`src/hw/lsi_pkg.sv`:
```
// Package of constants and types for the status indicator block
package lsi_pkg;

  // System clock rate and default blink half period
  localparam int unsigned CLK_HZ          = 200_000_000;
  localparam int unsigned BLINK_HALF_MS   = 250;
  localparam int unsigned BLINK_HALF_CYC  = (CLK_HZ / 1000) * BLINK_HALF_MS;
  localparam int unsigned BLINK_CNT_W     = 32;

  // Index of the last phase in the rotating three phase error pattern
  localparam logic [1:0]  ERR_PHASE_LAST  = 2'h2;

  // Wired link speed codes
  typedef enum logic [1:0]
  {
    LSI_WIRED_DOWN = 2'b00,
    LSI_WIRED_10   = 2'b01,
    LSI_WIRED_100  = 2'b10
  } lsi_wired_t;

  // Wireless association codes
  typedef enum logic [1:0]
  {
    LSI_WL_NONE  = 2'b00,
    LSI_WL_ASSOC = 2'b01,
    LSI_WL_ADDR  = 2'b10
  } lsi_wireless_t;

  // Security operating modes
  typedef enum logic [1:0]
  {
    LSI_MODE_NON  = 2'b00,
    LSI_MODE_LINK = 2'b01,
    LSI_MODE_APP  = 2'b10
  } lsi_mode_t;

  // Display state
  typedef enum logic [0:0]
  {
    LSI_ST_NORMAL = 1'b0,
    LSI_ST_ERROR  = 1'b1
  } lsi_state_t;

  // Firmware status bundle
  typedef struct packed
  {
    lsi_wired_t    wired;
    lsi_wireless_t wireless;
    logic          fw_update;
    logic          error;
  } lsi_status_t;

  // Off and on levels of the lamp outputs
  localparam logic LED_OFF = 1'b0;
  localparam logic LED_ON  = 1'b1;

endpackage : lsi_pkg

```
`src/hw/lsi_blink_gen.sv`:
```
// Common blink timebase: square wave plus a three phase error sequence
module lsi_blink_gen
  import lsi_pkg::*;
(
  input  wire logic                   clock_in,
  input  wire logic                   rst_in,
  input  wire logic [BLINK_CNT_W-1:0] half_period_in,
  output logic                        blink_out,
  output logic [1:0]                  phase_out
);

  logic [BLINK_CNT_W-1:0] count;
  logic                   wrap;
  logic [BLINK_CNT_W-1:0] last;

  // A zero period is treated as one cycle so the counter never stalls
  assign last = (half_period_in == '0) ? '0 : half_period_in - 1'b1;
  assign wrap = (count >= last);

  // One counter serves every blinking line so they stay in step
  always_ff @(posedge clock_in or posedge rst_in)
  begin
    if (rst_in)
    begin
      count     <= '0;
      blink_out <= 1'b0;
      phase_out <= 2'h0;
    end
    else if (wrap)
    begin
      count     <= '0;
      blink_out <= ~blink_out;
      phase_out <= (phase_out == ERR_PHASE_LAST) ? 2'h0 : phase_out + 2'h1;
    end
    else
    begin
      count <= count + 1'b1;
    end
  end

endmodule : lsi_blink_gen

```
`src/hw/lsi_led_status.sv`:
```
// Status indicator driver: wired pair, power, wireless and mode lamps
module lsi_led_status
  import lsi_pkg::*;
#(
  parameter logic [BLINK_CNT_W-1:0] BLINK_HALF = BLINK_CNT_W'(BLINK_HALF_CYC)
)
(
  input  wire logic                   clock_in,
  input  wire logic                   rst_in,
  input  wire lsi_pkg::lsi_status_t   status_in,
  input  wire lsi_pkg::lsi_mode_t     mode_cfg_in,
  input  wire logic [BLINK_CNT_W-1:0] blink_half_in,
  input  wire logic                   blink_use_param_in,
  output logic                        wired_amber_led_out,
  output logic                        wired_green_led_out,
  output logic                        power_led_out,
  output logic                        wireless_led_out,
  output logic                        mode_led_out,
  output logic                        data_enable_out,
  output logic                        error_out
);

  import lsi_pkg::*;

  lsi_state_t state;
  lsi_state_t next_state;
  lsi_mode_t  active_mode;
  logic       mode_loaded;
  logic       blink;
  logic [1:0] phase;
  logic [BLINK_CNT_W-1:0] half_sel;
  logic       next_amber;
  logic       next_green;
  logic       next_power;
  logic       next_wireless;
  logic       next_mode;
  logic       in_error;

  // Period choice: software value, or the build default when asked
  assign half_sel = blink_use_param_in ? BLINK_HALF : blink_half_in;

  lsi_blink_gen u_blink
  (
    .clock_in       (clock_in),
    .rst_in         (rst_in),
    .half_period_in (half_sel),
    .blink_out      (blink),
    .phase_out      (phase)
  );

  // Error is sticky; only the asynchronous reset leaves it
  assign next_state = (state == LSI_ST_ERROR || status_in.error) ? LSI_ST_ERROR : LSI_ST_NORMAL;
  assign in_error   = (next_state == LSI_ST_ERROR);

  // Wired pair follows link speed; an unknown code shows as down
  assign next_amber = (status_in.wired == LSI_WIRED_100);
  assign next_green = (status_in.wired == LSI_WIRED_10) ||
                      (status_in.wired == LSI_WIRED_100);

  // Three status lines, overridden by the rotating error pattern
  always_comb
  begin
    next_power    = LED_ON;
    next_wireless = LED_OFF;
    next_mode     = LED_OFF;
    if (in_error)
    begin
      next_power    = (phase == 2'h0);
      next_wireless = (phase == 2'h1);
      next_mode     = (phase == ERR_PHASE_LAST);
    end
    else
    begin
      next_power = status_in.fw_update ? blink : LED_ON;
      case (status_in.wireless)
        LSI_WL_ASSOC: next_wireless = blink;
        LSI_WL_ADDR:  next_wireless = LED_ON;
        default:      next_wireless = LED_OFF;
      endcase
      case (active_mode)
        LSI_MODE_LINK: next_mode = LED_ON;
        LSI_MODE_APP:  next_mode = blink;
        default:       next_mode = LED_OFF;
      endcase
    end
  end

  // Mode is captured once after reset release, so later changes wait for reset
  always_ff @(posedge clock_in or posedge rst_in)
  begin
    if (rst_in)
    begin
      active_mode <= LSI_MODE_NON;
      mode_loaded <= 1'b0;
    end
    else if (!mode_loaded)
    begin
      active_mode <= mode_cfg_in;
      mode_loaded <= 1'b1;
    end
  end

  // State and registered outputs: five lamps and two dedicated lines
  always_ff @(posedge clock_in or posedge rst_in)
  begin
    if (rst_in)
    begin
      state               <= LSI_ST_NORMAL;
      wired_amber_led_out <= LED_OFF;
      wired_green_led_out <= LED_OFF;
      power_led_out       <= LED_OFF;
      wireless_led_out    <= LED_OFF;
      mode_led_out        <= LED_OFF;
      data_enable_out     <= 1'b0;
      error_out           <= 1'b0;
    end
    else
    begin
      state               <= next_state;
      wired_amber_led_out <= next_amber;
      wired_green_led_out <= next_green;
      power_led_out       <= next_power;
      wireless_led_out    <= next_wireless;
      mode_led_out        <= next_mode & mode_loaded;
      data_enable_out     <= ~in_error;
      error_out           <= in_error;
    end
  end

endmodule : lsi_led_status

```
`config.mk`:
```
export PLATFORM = sky130hd
export DESIGN_NAME = lsi_led_status
export DESIGN_NICKNAME = d
export VERILOG_FILES = /design/src/hw/lsi_pkg.sv /design/src/hw/lsi_blink_gen.sv /design/src/hw/lsi_led_status.sv
export SDC_FILE = /design/constraint.sdc
export NUM_CORES = 1
export LEC_CHECK = 0
export BUFFER_PORTS_ARGS = -buffer_cell sky130_fd_sc_hd__clkbuf_2
export CORE_MARGIN = 4
export CORE_UTILIZATION = 45
export CTS_CLUSTER_SIZE = 8
export DETAILED_ROUTE_END_ITERATION = 10
export GPL_TIMING_DRIVEN = 1
export PLACE_DENSITY = 0.74
export SKIP_LAST_GASP = 1
export SYNTH_ARGS = -nofsm -noshare
export SYNTH_HDL_FRONTEND = slang
export SYNTH_SLANG_ARGS = --single-unit
export TNS_END_PERCENT = 10
```
`constraint.sdc`:
```
create_clock -name clock_in -period 4.25 [get_ports clock_in]
set_input_delay 0.425 -clock clock_in [delete_from_list [all_inputs] [get_ports clock_in]]
set_output_delay 0.425 -clock clock_in [all_outputs]
set_load 0.05 [all_outputs]
```
-- Word level (Yosys, flattened, before mapping)
Cells that the tools add are included.
Widths: inputs -> output; s select.
- register bits after elaboration: 45
- bits in latches: 0
- memory bits (writable): 0
- ROM bits: 0
- input bits: 43
- output and inout port bits: 7
- word-level logic and storage cells: 42
- memories: 0
- add/sub/neg operators: 3
- $mul: 0
- div/mod/pow operators: 0
- magnitude comparators: 1
- equal/unequal tests: 8
- shift operators: 0
- multiplexer cells: 11
- bitwise operators: 3
- reduce and logical (&&, ||, !) cells: 4
- operators by type and width (operator ; count):
    $mux 32 ; 3
    $add 32x1->32 const B ; 1
    $ge 32x32->1 ; 1
    $logic_not 32->1 ; 1
    $sub 32x1->32 const B ; 1
    $eq 2x1->1 const B ; 4
    $eq 2x2->1 const B ; 4
    $mux 1 ; 5
    $pmux 1 s2 ; 2
    $add 2x1->2 const B ; 1
    $logic_not 2->1 ; 1
    $logic_or 1x1->1 ; 2
    $mux 2 ; 1
    $not 1->1 ; 2
    $and 1x1->1 ; 1

-- Depth between registers and ports, before layout
Gate-level depths: netlist of run 1.
- depth in word-level cells: 5
- mapped depth: 19
- mapped depth without buffers: 15

-- Modules after synthesis
From an unflattened synthesis of run 1, not the netlist that was laid out.
- cell total of the unflattened synthesis: 434
- area total of the unflattened synthesis: 3679.8 µm²
- modules (own cells, without submodules) (module ; instances ; cells an instance ; area an instance (µm²) ; seq. area each (µm²)):
    lsi_blink_gen ; 1 ; 361 ; 3016.6 ; 875.8
    lsi_led_status ; 1 ; 73 ; 663.1 ; 250.2

-- Worst setup path before layout of run 1
No wires, ideal clock.
- path type: input-to-reg
- from: input blink_use_param_in
- to: register u_blink.count[23]
- library setup time: 0.132 ns
- arrival time: 3.974 ns
- required time: 4.118 ns
- setup slack: 0.144 ns
- stages on the path: 18
- buffers on the path: 4
- path through: clkbuf_1 -> inv_2 -> clkbuf_1 -> nand2_1 -> ha_1 -> o2111ai_1 -> or3_1 -> clkbuf_1 -> nor3_1 -> xnor2_1 -> nand2_1 -> ha_1 -> nand4_1 -> nor4_1 -> nand2_1 -> o211ai_1 -> clkbuf_1 -> nor2_1
- word-level cells in the longest chain between the ends: 5
- elaborated cells on any way between the ends: 6
- classes of those cells: add/sub: 1; order compare: 1; mux: 3; reduce/logical: 1
- RTL lines (item ; line ; source):
    from (decl) ; lsi_led_status.sv:13 ; input wire logic blink_use_param_in,
    $mux 32 * ; lsi_led_status.sv:40 ; assign half_sel = blink_use_param_in ? BLINK_HALF : blink_half_in;
    $sub 32x1->32 or $logic_not 32->1 (tied branches) ; lsi_blink_gen.sv:17 ; assign last = (half_period_in == '0) ? '0 : half_period_in - 1'b1;
    $mux 32 * ; lsi_blink_gen.sv:17 ;
    $ge 32x32->1 * ; lsi_blink_gen.sv:18 ; assign wrap = (count >= last);
    $mux 32 * ; lsi_blink_gen.sv:29 ; else if (wrap)
    to (signal assigned) ; lsi_blink_gen.sv:37 ; count <= count + 1'b1;
    to (decl) ; lsi_blink_gen.sv:12 ; logic [BLINK_CNT_W-1:0] count;
Mark *: on every way between the ends. The rest lies on a longest branch, timed or not.
A chain may end at the register's enable or synchronous reset.

-- Worst setup path in the final report of run 1
- from: input blink_half_in[2]
- to: register u_blink.phase_out[0]
- word-level cells in the longest chain between the ends: 4
- elaborated cells on any way between the ends: 5
- classes of those cells: add/sub: 1; order compare: 1; mux: 2; reduce/logical: 1
- RTL lines (item ; line ; source):
    from (decl) ; lsi_led_status.sv:12 ; input wire logic [BLINK_CNT_W-1:0] blink_half_in,
    $mux 32 * ; lsi_led_status.sv:40 ;
    $sub 32x1->32 or $logic_not 32->1 (tied branches) ; lsi_blink_gen.sv:17 ;
    $mux 32 * ; lsi_blink_gen.sv:17 ;
    $ge 32x32->1 * ; lsi_blink_gen.sv:18 ;
    to (signal assigned) ; lsi_blink_gen.sv:33 ; phase_out <= (phase_out == ERR_PHASE_LAST) ? 2'h0 : phase_out + 2'h1;
    to (decl) ; lsi_blink_gen.sv:9 ; output logic [1:0] phase_out
Marks and branches as above.

==> impl_metrics.ini, run 1 <==
[logic_synthesis]
synth_top_cell_by_area = dfrtp_1
synth_top_area_share_pct = 31.2
synth-seq-area-share_pct = 31.2
synth_area_um2 = 3610
synth_top_flop_cell = dfrtp_1
synth_nets = 520
yosys-top-cells-area = dfrtp_1 (31%), ha_1 (14%), xor2_1 (8.0%), nor2_1 (7.0%), nand2_1 (5.3%)
yosys_warnings = 0
synth_cells = 437
synth_edf_count = 0
synth.distinct_cells = 49
synth-async-reset-ratio_pct = 100
synth_area_per_cell_um2 = 8.26
ys_seq_elements = 45

[power]
p_switching_uw = 256
pwr-share-seq_pct = 50.4
power.leakage_nw = 1.99
pwr-share-comb_pct = 16.4
p_per_area_nw_per_um2 = 210
peakVddDrop_v = 0.000199
p_int_uw = 612
p_sw_share_pct = 29.5
clkPwrFrac_pct = 33.2

[place]
dp_slack_ns = -0.00402
place_hpwl_um = 6800
placed_cells = 588
port-buffer-count = 49
routabilityCongestion = 0.890

[floorplanning]
die_w_um = 97.5
core_area_um2 = 7770
die_h_um = 97.5
core.rowCount = 32
initial_core_util_pct = 46.5
ios = 50
dieArea_um2 = 9520

[layout]
top_regs = u_blink.count (32), active_mode (2), u_blink.phase_out (2)
fin_cells = 597
largest_reg_flops = 32
antenna_cells = 0
drive_gt1_share_pct = 17.2
fillers = 758
seq_area_um2 = 1130
multi_input_area_um2 = 2370
nNetsFinal = 577
largest-register = u_blink.count
syn_to_final_growth_pct = 14.4

[clocking]
h-tree-depth = 2
tritoncts = built
cts.sinks = 45
post_cts_resized = 0
worstSkewPairLatency_ns = 0.31
hold_buffers = 0
cts-root-buf = clkbuf_8
clkTransAtPathRegs_ns = 0.11
numCtsBuffers = 5
max-clock-path-buffers = 2

[grt]
gr-usage-met1_pct = 24.7
antenna_found_initial = 0
grtUsageMet3_pct = 3.09
grt_pass1_wl_um = 14600
grt_start_max_net_pins = 46
grtUsageMet2_pct = 30.5
grt-ovfl-total = 0
grt_use_total_pct = 18.4
first_global_vias = 3131
grt-busiest-layer = met2

[setup_path]
regToRegEndpoint = u_blink.phase_out[1]
crit_required_ns = 4.46
r2r_slack_ns = 1.85
rr_worst_depth = 9
cp-end-kind = flop
cp_max_fo = 4
r2r-start = u_blink.count[0]
start_kind = primary input
criticalPathCategory = primary input to flop
cp.arrival_ns = 4.03

[detailed_routing]
drc = 0
drt_wl_total_um = 8610
vias_per_cell = 5.54
drt_iter0_drc = 209
wl_per_cell_um = 14.4
vias = 3305
dr.pass1.iters = 5
ant_nets = 0

[timing]
timing.hold.ws_ns = 0.225
setup_ws_ns = 0.423
setup_violations = 0
max_freq_ghz = 0.261
hold_violations = 0
period_share_pct = 90.0
relSlewSlack_pct = 59.1
skew_ns = 0.0207
fin_tns_setup_ns = 0
rsz0062_at_grt = false
worst_pin_slew_ns = 0.608
layout_min_cycle_time_ns = 3.83
slew_viol_final = 0

[outcome]
status = finished clean

[min_path]
hold_class = primary input to async pin

[job]
cap_violations = 0
-- final cells by class --
cell class	count	share of cell area (%)
Timing Repair Buffer	64	8.67
Clock buffer	5	1.67
Tap cell	102	3.09
Clock inverter	3	0.636
Multi-Input combinational cell	363	57.3
Inverter	15	1.36
Sequential cell	45	27.3
-- logic make-up (layout without fill, tap and decap cells) --
| kind of cell | after synthesis | count (layout) | share of synthesized area [%] |
|---|---|---|---|
| compound gates | 57 | 57 | 9.43 |
| xor+xnor | 53 | 53 | 12.9 |
| fa+ha+maj | 40 | 40 | 13.9 |
| buf+inv | 29 | 87 | 3.22 |
| flops | 45 | 45 | 31.2 |
| mux | 5 | 5 | 1.56 |
| other cells | 1 | 1 | 0.104 |
| simple gates | 207 | 207 | 27.7 |
-- power by group through the flow --
stage	logic [mW]	registers [mW]	clock network [mW]
final	0.142	0.437	0.289
after global routing	0.162	0.439	0.311
after CTS	0.143	0.438	0.296
after detailed placement	0.142	0.446	0
after global placement	0.137	0.445	0
after floorplan	0.0761	0.454	0
-- Yosys cell counts (3+ instances only) --
master	n
a21oi_1	18
dfrtp_1	45
and4_1	4
nand2_1	51
and3_1	5
o21ai_1	4
nor2_1	67
inv_1	14
a211oi_1	3
xor2_1	33
or2_2	4
xnor2_1	20
ha_1	40
o21ai_0	16
or3_1	6
mux2_2	3
nand4_1	11
nor4_1	14
nand3_1	14
nor3_1	14
clkbuf_1	13
nand2b_1	4
-- layer usage --
layer | up-vias | part of all wire, % | routed length, µm
met3 | 15 | 5.4 | 468
met1 | 1549 | 46 | 3950
met2 | 100 | 47 | 4040
met4 | 0 | 1.7 | 144
li1 | 1641 | - | -
met5 | - | 0 | 0
-- what timing repair did --
item	4_1_cts	5_1_grt
setup buffers	0	1
hold endpoints to repair	0	0
endpoints found under the setup margin	0	21
-- stage by stage --
step / util (%) / power [mW] / instance area (µm²)
floorplan: - / 0.530 / 3610
global placement: 51.8 / 0.582 / 4030
detailed placement: 51.8 / 0.588 / 4030
CTS: 53.1 / 0.876 / 4120
global route: 53.2 / 0.911 / 4130
finish: 53.2 / 0.868 / 4130
-- critical path, cell delays in order --
cell and delay (ns):
clkbuf_2 0.11, or4_4 0.54, or3_1 0.35, or3_4 0.42
nor3b_2 0.19, xor2_1 0.17, nand2_1 0.08, ha_1 0.32
nand4_1 0.14, nor4_1 0.40, nand2_1 0.08, o211ai_1 0.29
buf_4 0.19, mux2_2 0.32
-- placed cells by master (no fill, tap or decap), drive strengths merged, types with 2 or more instances in the layout --
cell type	n
nand2	51
dfrtp	45
inv	17
nor3b	2
nor4	14
o21ai	20
nand2b	4
xnor2	20
buf	15
ha	40
nor3	16
and4	4
and3	5
o311ai	2
or3	7
nand3	14
mux2	5
nand4	11
xor2	33
a21oi	18
or4	2
clkbuf	54
nor2b	2
o31ai	2
or2	5
a21o	2
a211oi	3
and2	3
nor2	67
-- worst max path at each step --
stage                     slack, ns                from                    to  depth (start not counted)
after floorplan                0.14  blink_use_param_in     u_blink.count[23]                         18
after global placement         0.11    blink_half_in[3]      u_blink.count[3]                         14
after detailed placement     -0.004    blink_half_in[3]      u_blink.count[3]                         14
after CTS                      0.30    blink_half_in[3]      u_blink.count[7]                         14
after global routing           0.14    blink_half_in[3]  u_blink.phase_out[1]                         14
final                          0.42    blink_half_in[2]  u_blink.phase_out[0]                         14
Note: power is estimated with default switching activity, not from simulation.
==> run 2: changes to the inputs <==
--- a/config.mk
+++ b/config.mk
@@ -12,6 +12,7 @@
 export DETAILED_ROUTE_END_ITERATION = 10
 export GPL_TIMING_DRIVEN = 1
 export PLACE_DENSITY = 0.74
+export RECOVER_POWER = 100
 export SKIP_LAST_GASP = 1
 export SYNTH_ARGS = -nofsm -noshare
 export SYNTH_HDL_FRONTEND = slang
==> run 2 against run 1 <==
The flow now finishes with violations (capacitance limit, slew limit). Design area fell by 0.48%. Fmax is 1.2% lower. Sequential power is essentially flat. First-iteration DRC count rose by 3.8%. Register-to-register slack hardly changed. Count of clock-buffer cells in the layout unchanged. Clock power is essentially flat. Worst setup slack worse by 0.047 ns. Critical path depth unchanged. Core utilization down 0.26 points. Flip-flop and latch count unchanged.
==> impl_metrics.ini, run 2 (synthesis gave the netlist of run 1 again) <==
[grt]
grt_use_total_pct = 18.4
first_global_vias = 3131
grt_start_max_net_pins = 46
grt-ovfl-total = 0
antenna_found_initial = 0
grt_pass1_wl_um = 14600

[layout]
multi_input_area_um2 = 2370
stdcell_area_um2 = 4110
fin_cells = 597
top_regs = u_blink.count (32), active_mode (2), u_blink.phase_out (2)
seq_area_um2 = 1130
nNetsFinal = 577
fillers = 765
antenna_cells = 0
largest-register = u_blink.count
layout_commonest_cell = nor2_1
largest_reg_flops = 32
layout_common_cells = nor2_1 (67), nand2_1 (51), dfrtp_1 (45)
drive_gt1_share_pct = 15.2
syn_to_final_growth_pct = 13.9

[min_path]
hold_class = primary input to flop
hold_path_depth = 2

[timing]
period_share_pct = 91.2
rsz0062_at_grt = false
setup_violations = 0
layout_min_cycle_time_ns = 3.87
worst_pin_slew_ns = 2.43
relSlewSlack_pct = -62.3
max_freq_ghz = 0.258
slew_viol_final = 46
hold_violations = 0
skew_ns = 0.0212

[floorplanning]
dieArea_um2 = 9520
core.rowCount = 32
die_h_um = 97.5
ios = 50
core_area_um2 = 7770
die_w_um = 97.5
initial_core_util_pct = 46.5

[power]
pwr-share-comb_pct = 16.3
peakVddDrop_v = 0.000199
p_sw_share_pct = 29.5
p_int_uw = 611
pwr-share-seq_pct = 50.5
clkPwrFrac_pct = 33.2
p_switching_uw = 256
power.leakage_nw = 1.95
p_per_area_nw_per_um2 = 211

[clocking]
h-tree-depth = 2
tritoncts = built
max-clock-path-buffers = 2
cts-root-buf = clkbuf_8
hold_buffers = 0
cts.sinks = 45
numCtsBuffers = 5
worstSkewPairLatency_ns = 0.31
clkTransAtPathRegs_ns = 0.11

[detailed_routing]
vias = 3301
dr.pass1.iters = 5
drc = 0
drt_iter0_drc = 217
drt_wl_total_um = 8590
vias_per_cell = 5.53
ant_nets = 0
wl_per_cell_um = 14.4

[setup_path]
cp-end-kind = flop
cp.arrival_ns = 4.08
rr_worst_depth = 9
cpMaxStageDelayCell = or4_4
cpPeakStageDelay_ns = 0.56
crit_chain = clkbuf_1 -> or4_4 -> or3_1 -> or3_4 -> nor3b_2 -> xor2_1 -> nand2_1 -> ha_1 -> nand4_1 -> nor4_1 -> nand2_1 -> o211ai_1 -> clkbuf_1 -> mux2_2
criticalPathCategory = primary input to flop
crit_required_ns = 4.46
start_kind = primary input
cp_max_fo = 4

[place]
placed_cell_area_um2 = 4030
placed_cells = 588
port-buffer-count = 49
routabilityCongestion = 0.890
place_hpwl_um = 6800

[job]
cap_violations = 1

[outcome]
status = finished with violations
failed_checks = capacitance limit, slew limit
run 2: cell types whose count changed in the layout (fill, tap and decap cells not counted), sizes merged:
cell,previous run,this run
buf,15,12
clkbuf,54,57
run 2: path summary, 6_finish.rpt:
path                                   from                   end  slack, ns
min in group asynchronous            rst_in     u_blink.blink_out       0.98
max in group asynchronous            rst_in     u_blink.count[13]       1.88
setup / recovery           blink_half_in[3]  u_blink.phase_out[0]       0.38
setup reg to reg           u_blink.count[0]  u_blink.phase_out[1]       1.84
hold / removal                 status_in[1]         power_led_out       0.32
hold reg to reg            u_blink.count[0]      u_blink.count[0]       0.52
run 2: final cells by class:
type	instances	area share, %
clock buffers	5	1.67
clock inverters	3	0.639
inverters	15	1.37
multi-input cells	363	57.6
flip-flops and latches	45	27.4
well taps	102	3.11
repair buffers	64	8.22
run 2: stage by stage:
stage	utilization [%]	hold slack, ns	setup WS (ns)	total power, mW	setup TNS, ns
after floorplan	-	0.467	0.144	0.530	0
after global placement	51.8	0.499	0.111	0.582	0
after detailed placement	51.8	0.508	-0.00402	0.588	-0.00402
after CTS	53.1	0.249	0.304	0.876	0
after global routing	52.9	0.325	0.0795	0.910	0
final	52.9	0.321	0.376	0.867	0
run 2: metal layers:
| layer | vias to the layer above | wire, µm | track usage (%) |
|---|---|---|---|
| met2 | 88 | 4050 | 30.5 |
| met3 | 11 | 441 | 3.09 |
| met4 | 0 | 129 | 5.01 |
| met1 | 1560 | 3970 | 24.7 |
| li1 | 1642 | - | - |
| met5 | - | 0 | 0 |
run 2: critical path, delay by kind of cell:
| family | cells | cell delay [ns] |
|---|---|---|
| multiplexers | 1 | 0.35 |
| AO/OA/AOI/OAI | 1 | 0.28 |
| AND/OR/NAND/NOR | 8 | 2.23 |
| adder cells (fa/ha/maj) | 1 | 0.32 |
| XOR/XNOR | 1 | 0.17 |
| buffers and inverters | 2 | 0.32 |
run 2: power groups by stage:
stage | clock network (mW) | registers (mW) | logic [mW]
floorplan | 0 | 0.454 | 0.0761
global placement | 0 | 0.445 | 0.137
detailed placement | 0 | 0.446 | 0.142
CTS | 0.296 | 0.438 | 0.143
global route | 0.311 | 0.439 | 0.161
finish | 0.288 | 0.437 | 0.141
run 2: repair_timing:
action                     in CTS  in global routing
setup buffers                   0                  1
setup endpoints to repair       0                 21
resized for setup               0                  0
==> run 3: changes to the inputs <==
--- a/config.mk
+++ b/config.mk
@@ -13,6 +13,7 @@
 export GPL_TIMING_DRIVEN = 1
 export PLACE_DENSITY = 0.74
 export RECOVER_POWER = 100
+export SETUP_SLACK_MARGIN = 0.5
 export SKIP_LAST_GASP = 1
 export SYNTH_ARGS = -nofsm -noshare
 export SYNTH_HDL_FRONTEND = slang
==> run 3 against run 2 <==
The flow still finishes with violations (capacitance limit, slew limit). Count of clock-buffer cells in the layout is the same. Die area stayed put. Global-route usage about the same. Largest power group unchanged. Design area increased by 3.3%. Largest cell class unchanged. Core utilization is 1.8 points higher. Flip-flop and latch count stayed put. Routed wire length up 4.2%. Worst hold slack better by 0.020 ns. Critical path type unchanged. Final cell count up 0.50%. Non-clock buffer count is 3 higher. First-iteration DRC count fell by 8.8%. Register-to-register slack better by 0.05 ns.
==> impl_metrics.ini, run 3 (synthesis gave the netlist of run 1 again) <==
[outcome]
status = finished with violations
failed_checks = capacitance limit, slew limit

[layout]
fillers = 733
largest_reg_flops = 32
top_regs = u_blink.count (32), active_mode (2), u_blink.phase_out (2)
layout_commonest_cell = nor2_1
stdcell_area_um2 = 4250
layout_common_cells = nor2_1 (66), nand2_1 (51), dfrtp_1 (45)
syn_to_final_growth_pct = 17.7
antenna_cells = 0
nNetsFinal = 580
drive_gt1_share_pct = 17.9
largest-register = u_blink.count

[min_path]
holdPathEnd = power_led_out
worstHoldStart = status_in[1]
hold_class = primary input to flop
hold_path_depth = 2

[setup_path]
regToRegEndpoint = u_blink.phase_out[0]
cp_max_fo = 5
rr_worst_depth = 9
r2r-start = u_blink.count[0]
cp.arrival_ns = 4.03
criticalPathCategory = primary input to flop
r2r_slack_ns = 1.89
start_kind = primary input
crit_required_ns = 4.44
cp-end-kind = flop

[floorplanning]
die_w_um = 97.5
dieArea_um2 = 9520
die_h_um = 97.5
ios = 50
core.rowCount = 32
initial_core_util_pct = 46.5
core_area_um2 = 7770

[grt]
grt_start_max_net_pins = 46
grt-ovfl-total = 0
first_global_vias = 3144
antenna_found_initial = 0
grt_pass1_wl_um = 14600
grt_use_total_pct = 18.4

[clocking]
max-clock-path-buffers = 2
tritoncts = built
worstSkewPairLatency_ns = 0.30
cts.sinks = 45
hold_buffers = 0
cts-root-buf = clkbuf_8
clkTransAtPathRegs_ns = 0.09
numCtsBuffers = 5
h-tree-depth = 2

[power]
peakVddDrop_v = 0.000135
power_uw = 920
p_per_area_nw_per_um2 = 217
power.leakage_nw = 1.99

[place]
placed_cell_area_um2 = 4040
place_hpwl_um = 6980
port-buffer-count = 49
routabilityCongestion = 0.870
dp_slack_ns = 0.110

[timing]
fin_tns_setup_ns = 0
setup_violations = 0
hold_violations = 0
skew_ns = 0.00869
relSlewSlack_pct = -60.4
max_freq_ghz = 0.260
setup_ws_ns = 0.410
slew_viol_final = 46
timing.hold.ws_ns = 0.340
worst_pin_slew_ns = 2.41
layout_min_cycle_time_ns = 3.84
period_share_pct = 90.4
rsz0062_at_grt = true

[detailed_routing]
drt_iter0_drc = 198
wl_per_cell_um = 14.9
vias = 3269
ant_nets = 0
drc = 0
drt_wl_total_um = 8940
dr.pass1.iters = 4
vias_per_cell = 5.45

[job]
cap_violations = 1
## run 3: changes by cell type in the layout (fill, tap and decap cells not counted), sizes merged
cell | before | now
inv | 17 | 15
buf | 12 | 18
clkinvlp | 0 | 1
bufinv | 0 | 1
clkbuf | 57 | 54
## run 3: timing repair
| item | CTS | global route |
|---|---|---|
| hold endpoints to repair | 0 | 0 |
| pin swaps | 0 | 14 |
| setup endpoints to repair | 19 | 35 |
| setup buffers | 0 | 6 |
| resized for setup | 3 | 15 |
## run 3: layer usage
layer,GRT usage (%),routed length [µm],up-vias
met3,2.66,528,7
met1,23.9,3840,1547
met5,0,0,-
li1,-,-,1630
met2,32.2,4500,85
met4,4.15,76,0
## run 3: how the worst max path moves through the flow
stage               slack (ns)  depth (start not counted)         startpoint                    to
global route              0.18                         15  blink_half_in[25]  u_blink.phase_out[0]
finish                    0.41                         14   blink_half_in[0]  u_blink.phase_out[0]
CTS                       0.47                         14   blink_half_in[3]  u_blink.phase_out[1]
detailed placement        0.11                         14   blink_half_in[3]  u_blink.phase_out[1]
global placement          0.19                         14   blink_half_in[3]  u_blink.phase_out[0]
floorplan                 0.38                         13   blink_half_in[3]  u_blink.phase_out[0]
## run 3: metrics by stage
step	std cells	util, %
5_1_grt	600	54.7
6_report	600	54.7
3_3_place_gp	586	51.9
3_5_place_dp	586	51.9
4_1_cts	594	53.7
2_1_floorplan	437	-
## run 3: final cells by class
| class | instances | area [µm²] | share of cell area (%) |
|---|---|---|---|
| tap | 102 | 128 | 3.01 |
| sequential | 45 | 1130 | 26.5 |
| multi-input combinational | 363 | 2440 | 57.4 |
| inverter | 15 | 56.3 | 1.33 |
| clock inverter | 3 | 48.8 | 1.15 |
| clock buffer | 5 | 68.8 | 1.62 |
| timing repair buffer | 67 | 383 | 9.02 |
## run 3: power by group
group	internal (mW)	total, mW	switching [mW]
Clock	0.179	0.334	0.155
Combinational	0.0576	0.148	0.0908
Sequential	0.434	0.437	0.00343
## run 3: critical path, cell delays in order
cell	delay, ns
buf_6	0.09
or4_4	0.54
or3_4	0.43
or3_4	0.40
nor3b_2	0.21
xor2_1	0.17
nand2_1	0.11
ha_4	0.27
nand4_1	0.17
nor4_1	0.31
nand2_1	0.10
o211ai_1	0.28
buf_4	0.20
mux2_1	0.32
